`src/hdl/tpg_map.svh`:
```
// Constants for the three-phase square-wave generator.
// Assumes one free-running clock; all state sits in that one domain.
//
// Summary of operation
// - Three equal-frequency square waves, each a third period after the last.
// - Each output completes one cycle per six input clock cycles.
// - Works at any input clock duty cycle; only rising edges matter.
// - Never stays in the parasitic 000/111 alternation after upset.
// - State 111 is decoded and forced into the legal sequence next clock.
// - All three state flip-flops share one clock edge; only one of them changes on each edge of the legal sequence.
`ifndef TPG_MAP_SVH
`define TPG_MAP_SVH

// ============================================================
// Sequence codes, bits ordered A B C
`define TPG_CODE_FIRST 3'h5
`define TPG_CODE_ONES 3'h7
`define TPG_CODE_ESCAPE 3'h4
`define TPG_CODE_ZERO 3'h0

// ============================================================
// Timing
`define TPG_DIVIDE 3'h6
`define TPG_LAST_COUNT 3'h5
`define TPG_HIGH_CYCLES 3'h3

// ============================================================
// Reset values of the period monitor
`define TPG_RST_PREV_A 1'b1
`define TPG_RST_SINCE 3'h7

`endif

```
`src/hdl/tpg_pkg.sv`:
```
// Types and next-state helpers for the three-phase generator.
// Assumes tpg_map.svh is on the include path.
`include "tpg_map.svh"

package tpg_pkg;

  // ============================================================
  // State encoding, bits are phase A, B, C
  typedef enum logic [2:0]
  {
    tpg_st_000 = 3'h0,
    tpg_st_001 = 3'h1,
    tpg_st_010 = 3'h2,
    tpg_st_011 = 3'h3,
    tpg_st_100 = 3'h4,
    tpg_st_101 = 3'h5,
    tpg_st_110 = 3'h6,
    tpg_st_111 = 3'h7
  } tpg_state_t;

  // ============================================================
  // Helpers
  function automatic logic tpg_is_legal(input tpg_state_t s);
    tpg_is_legal = (s != tpg_st_000) && (s != tpg_st_111);
  endfunction

  function automatic tpg_state_t tpg_advance(input tpg_state_t s);
    case (s)
      tpg_st_101: tpg_advance = tpg_st_100;
      tpg_st_100: tpg_advance = tpg_st_110;
      tpg_st_110: tpg_advance = tpg_st_010;
      tpg_st_010: tpg_advance = tpg_st_011;
      tpg_st_011: tpg_advance = tpg_st_001;
      tpg_st_001: tpg_advance = tpg_st_101;
      // Left alone, 111 would fall to 000 and back forever
      tpg_st_111: tpg_advance = tpg_state_t'(`TPG_CODE_ESCAPE);
      // 000 is let through to 111, which then escapes
      default: tpg_advance = tpg_st_111;
    endcase
  endfunction

endpackage

```
`src/hdl/tpg_cycle_mon.sv`:
```
// Period monitor for phase A of the three-phase generator.
// Assumes phase_a comes from a flip-flop on ref_clk.
`include "tpg_map.svh"

module tpg_cycle_mon
(
  input wire logic ref_clk,
  input wire logic sys_rst,
  input wire logic phase_a,
  output logic cycle_start,
  output logic period_ok
);

  logic prev_a;
  logic [2:0] since_rise;
  logic rise;

  assign rise = phase_a & ~prev_a;

  // Starts at phase A's reset level, so release is not taken for a rise
  always_ff @(posedge ref_clk)
  begin
    if (sys_rst)
      prev_a <= `TPG_RST_PREV_A;
    else
      prev_a <= phase_a;
  end

  // Reset value wraps to 0 on the first clock, as if reset were a rise;
  // saturates at 6 so a stuck phase never looks like a good period
  always_ff @(posedge ref_clk)
  begin
    if (sys_rst)
      since_rise <= `TPG_RST_SINCE;
    else if (rise)
      since_rise <= 3'h0;
    else if (since_rise != 3'h6)
      since_rise <= since_rise + 3'h1;
  end

  always_ff @(posedge ref_clk)
  begin
    if (sys_rst)
      cycle_start <= 1'b0;
    else
      cycle_start <= rise;
  end

  always_ff @(posedge ref_clk)
  begin
    if (sys_rst)
      period_ok <= 1'b0;
    else if (rise)
      period_ok <= (since_rise == `TPG_LAST_COUNT);
  end
endmodule

```
`src/hdl/tpg_top.sv`:
```
// Three-phase square-wave generator: divide-by-six state machine.
// Assumes ref_clk is free running; its duty cycle is of no concern.
`include "tpg_map.svh"

module tpg_top
(
  input wire logic ref_clk,
  input wire logic sys_rst,
  output logic phase_a,
  output logic phase_b,
  output logic phase_c,
  output logic seq_legal,
  output logic recovered,
  output logic cycle_start,
  output logic period_ok
);

  // ============================================================
  // State machine
  tpg_pkg::tpg_state_t state;
  tpg_pkg::tpg_state_t next_state;

  always_comb
  begin
    next_state = tpg_pkg::tpg_advance(state);
    case (state)
      // Decoding 111 cuts the parasitic loop within one clock
      tpg_pkg::tpg_st_111:
        next_state = tpg_pkg::tpg_state_t'(`TPG_CODE_ESCAPE);
      default:
        next_state = tpg_pkg::tpg_advance(state);
    endcase
  end

  // One edge-triggered register for all three phases, so skew between
  // them is only flop-to-flop and clock duty cycle cannot matter
  always_ff @(posedge ref_clk)
  begin
    if (sys_rst)
      state <= tpg_pkg::tpg_state_t'(`TPG_CODE_FIRST);
    else
      state <= next_state;
  end

  // Phase outputs are the state bits themselves, no extra delay
  assign phase_a = state[2];
  assign phase_b = state[1];
  assign phase_c = state[0];

  // ============================================================
  // Status
  always_ff @(posedge ref_clk)
  begin
    if (sys_rst)
      seq_legal <= 1'b1;
    else
      seq_legal <= tpg_pkg::tpg_is_legal(next_state);
  end

  // Pulses for one clock, set on the same edge as the escape from 111
  always_ff @(posedge ref_clk)
  begin
    if (sys_rst)
      recovered <= 1'b0;
    else
      recovered <= (state == tpg_pkg::tpg_st_111);
  end

  // ============================================================
  // Period monitor
  tpg_cycle_mon u_cycle_mon
  (
    .ref_clk(ref_clk),
    .sys_rst(sys_rst),
    .phase_a(phase_a),
    .cycle_start(cycle_start),
    .period_ok(period_ok)
  );

  logic [3:0] run_len;

  // Counts clocks since the state last left 101, saturating
  always_ff @(posedge ref_clk)
  begin
    if (sys_rst)
      run_len <= 4'h0;
    else if (state == tpg_pkg::tpg_st_101)
      run_len <= 4'h0;
    else if (run_len != 4'hf)
      run_len <= run_len + 4'h1;
  end
endmodule

```
`config.mk`:
```
export PLATFORM = sky130hd
export DESIGN_NAME = tpg_top
export DESIGN_NICKNAME = d
export VERILOG_FILES = /design/src/hdl/tpg_pkg.sv /design/src/hdl/tpg_cycle_mon.sv /design/src/hdl/tpg_top.sv
export VERILOG_INCLUDE_DIRS = /design/src /design/src/hdl
export SDC_FILE = /design/constraint.sdc
export NUM_CORES = 1
export LEC_CHECK = 0
export BUFFER_PORTS_ARGS = -buffer_cell sky130_fd_sc_hd__buf_2
export CORE_AREA = 2 2 39 41
export DETAILED_ROUTE_END_ITERATION = 12
export DIE_AREA = 0 0 41 43
export SKIP_LAST_GASP = 1
export SYNTH_ARGS = -nofsm -noshare
export SYNTH_HDL_FRONTEND = slang
export SYNTH_SLANG_ARGS = --single-unit
```
`constraint.sdc`:
```
create_clock -name ref_clk -period 1.2 [get_ports ref_clk]
set_clock_uncertainty 0.2 [all_clocks]
set_input_delay 0.24 -clock ref_clk [delete_from_list [all_inputs] [get_ports ref_clk]]
set_output_delay 0.24 -clock ref_clk [all_outputs]
set_load 0.02 [all_outputs]
```
==> PnR_summary.wiki <==
{| class="wikitable"
! Metric !! Value
|-
| IR Drop Worst-Case VDD || 0.000810 V
|-
| Synthesized area per cell || 10.1 um2
|-
| Number of sinks on the clock net || 11
|-
| Synth-to-layout area growth || 55.4%
|-
| Total count of hold-check failures in the final report || 0
|-
| Clock tree from TritonCTS || built
|-
| Full die area || 0.00176 mm2
|-
| Crit-path max cell delay || 0.37 ns
|-
| Maximum level of the CTS H-tree || 1
|-
| Count of input and output buffers || 8
|-
| Total Routed Length || 837 um
|-
| Crit-path cells || buf_6
|-
| Final setup TNS || 0 ns
|-
| Number of buffers added by the clock tree synthesis step || 3
|-
| Worst hold path class || input port to register
|-
| Min Tclk post-route || 1.20 ns
|-
| Number of fill cells || 133
|-
| Data arrival at the endpoint of the critical path || 0.76 ns
|-
| Critical path launch point type || register
|-
| Ranking of synthesized cells by area || sky130_fd_sc_hd__dfxtp_1 (56%), sky130_fd_sc_hd__ha_1 (9.5%), sky130_fd_sc_hd__nand2_1 (4.7%)
|-
| Vias in the first global route || 287
|-
| Number of antenna violations at the first check in global routing || 0
|-
| Share of power burned in combinational logic || 0.368
|-
| Routed length per placed instance || 11.2 um
|-
| Half-perimeter wire length of the detailed placement result || 516 um
|-
| WP buf/inv || 1
|-
| Share of post-route cells with drive strength above 1 || 0.559
|-
| Unrepaired setup endpoints after global routing || true
|-
| Total number of vias || 322
|-
| Syn. warnings || 0
|-
| Top cell type by total area after synthesis || sky130_fd_sc_hd__dfxtp_1
|-
| Total routing usage reported by global routing || 0.0976
|-
| Synthesized netlist cell count || 39
|-
| Antenna diode instance count || 0
|-
| #FFs+latches synth || 11
|-
| Row count || 14
|-
| Die Y-Extent || 43 um
|-
| Portion of the post-synthesis area used by sequential elements || 0.557
|-
| Sequential share of power || 0.417
|-
| Ratio of final minimum period to clock period || 1.00
|-
| Latest clock arrival within the worst-skew pair || 0.26 ns
|-
| Pin count of the biggest net entering global routing || 7
|-
| Floorplan core area || 0.00138 mm2
|-
| Slew @ Worst Pin || 0.194 ns
|-
| Run status || complete, no violations
|-
| Fin nets || 65
|-
| Ys async rst share || 0
|-
| Drt initial violations || 5
|-
| Net count after synthesis || 44
|-
| DRT Pass-1 Iters || 4
|-
| Worst hold slack across all endpoints || 0.0343 ns
|-
| Number of violations of the max-capacitance limit || 0
|-
| Proportion of netlist area held by the largest area contributor || 0.557
|-
| Number of synthesized flops with an enable pin || 0
|-
| Cell at the root of the clock tree || sky130_fd_sc_hd__clkbuf_4
|-
| Top FF cell, synth || sky130_fd_sc_hd__dfxtp_1
|-
| Die Wd || 41 um
|-
| Leakage || 0.268 nW
|-
| Total gr overflow || 0
|-
| Crit Path Category || register to primary output
|-
| Largest delay contributor family on the critical path || flip-flops
|-
| Max-slew violations || 0
|-
| Worst rel slew slack || 0.870
|-
| Final setup violation count || 0
|-
| Clock network power share || 0.215
|-
| Switching Fraction || 0.322
|-
| Final GP Congestion || 0.661
|-
| Switching power of the nets || 0.000375 W
|-
| Number of design rule violations left after detail routing || 0
|-
| Power Internal || 0.000791 W
|-
| Crit path capture type || primary output
|-
| Most common cell in the netlist || sky130_fd_sc_hd__dfxtp_1
|-
| Antenna-violating nets left || 0
|-
| Required time of the worst setup path || 0.76 ns
|-
| Leading post-synthesis cells by instance count || sky130_fd_sc_hd__dfxtp_1 (11), sky130_fd_sc_hd__nand2_1 (5), sky130_fd_sc_hd__ha_1 (3), sky130_fd_sc_hd__inv_1 (3), sky130_fd_sc_hd__nor2_1 (3)
|-
| First-pass GRT wire length || 1.17 mm
|-
| Peak fanout along the critical path || 5
|-
| Number of library cell types mapped by synthesis || 17
|-
| Highest clock rate || 833 MHz
|-
| Number of I/O pins || 9
|-
| Starting density of the core || 0.286
|-
| Post-Synthesis Cell Area || 395 um2
|-
| Total power density per cell area || 1900 mW/mm2
|-
| Average via count per standard cell || 4.29
|-
| Hold_buf cts || 0
|-
| Maximum number of buffers from clock root to sink || 2
|-
| Clock slew at reported path FFs || 0.07 ns
|-
| Worst-path cell with the longest stage delay || sky130_fd_sc_hd__dfxtp_2
|}
## sequential cells by signal, indices dropped and copies added (netlist names)
register	flops
u_cycle_mon.period_ok	1
u_cycle_mon.since_rise	3
u_cycle_mon.cycle_start	1
u_cycle_mon.prev_a	1
seq_legal	1
recovered	1
state	3
## power by group through the flow
| stage | combinational [W] | clock (W) | sequential (W) |
|---|---|---|---|
| after floorplan | 0.000167 | 0 | 0.000492 |
| after global placement | 0.000300 | 0 | 0.000474 |
| after detailed placement | 0.000302 | 0 | 0.000475 |
| after CTS | 0.000311 | 0.000258 | 0.000466 |
| after global routing | 0.000475 | 0.000270 | 0.000493 |
| final | 0.000429 | 0.000251 | 0.000486 |
## layer usage
layer / vias to the layer above / GRT usage / part of all wire
met2: 9 / 0.122 / 0.50
met5: - / 0 / 0
met3: 0 / 0.0157 / 0.036
met4: 0 / 0.0800 / 0
li1: 168 / - / -
met1: 145 / 0.139 / 0.47
## layout by cell type, fill, tap and decap left out, types with 3 or more instances in the layout
cell / n
sky130_fd_sc_hd__clkbuf_4: 3
sky130_fd_sc_hd__buf_2: 3
sky130_fd_sc_hd__buf_4: 11
sky130_fd_sc_hd__nand2_1: 4
sky130_fd_sc_hd__dfxtp_1: 5
sky130_fd_sc_hd__nor2_1: 3
sky130_fd_sc_hd__dfxtp_2: 5
## kinds of logic (layout without fill, tap and decap cells)
kind of cell    after synthesis  after routing  share of synthesized area
fa+ha+maj                     3              3                     0.0949
xor+xnor                      1              1                     0.0222
compound gates                5              5                     0.0728
flops                        11             11                      0.557
buf+inv                       3             23                     0.0285
simple gates                 16             16                      0.225
## what timing repair did
action / in CTS / in global routing
pin swaps: 1 / 4
buffers inserted: 1 / 2
endpoints found under the setup margin: 5 / 9
cloned: 0 / 0
gates resized for setup: 8 / 15
## per-stage QoR
stage	setup slack, ns	util	cell area, um2	power, W	instances
after global routing	-0.0389	0.444	614	0.00124	75
final	0.000151	0.444	614	0.00117	75
after floorplan	0.00425	-	400	0.000659	39
after detailed placement	-0.0239	0.360	498	0.000777	68
after global placement	-0.00413	0.360	498	0.000773	68
after CTS	-0.0120	0.398	551	0.00104	73
## path summary, 6_finish.rpt
check	startpoint	to	slack, ns	cells after the start
max reg2reg	state[2]	seq_legal	0.02	2
max	state[2]	phase_a	0.0002	1
min	sys_rst	u_cycle_mon.prev_a	0.03	2
min reg2reg	state[1]	state[2]	0.22	1
## area by class of cell
class                           instances  area [um2]  share of cell area
Sequential cell                        11         230               0.375
Multi-Input combinational cell         25         206               0.336
Timing Repair Buffer                   16         120               0.196
Clock buffer                            4        26.3              0.0428
Tap cell                               16        20.0              0.0326
Inverter                                3        11.3              0.0183
No activity file was read; power rests on OpenSTA's default activity.
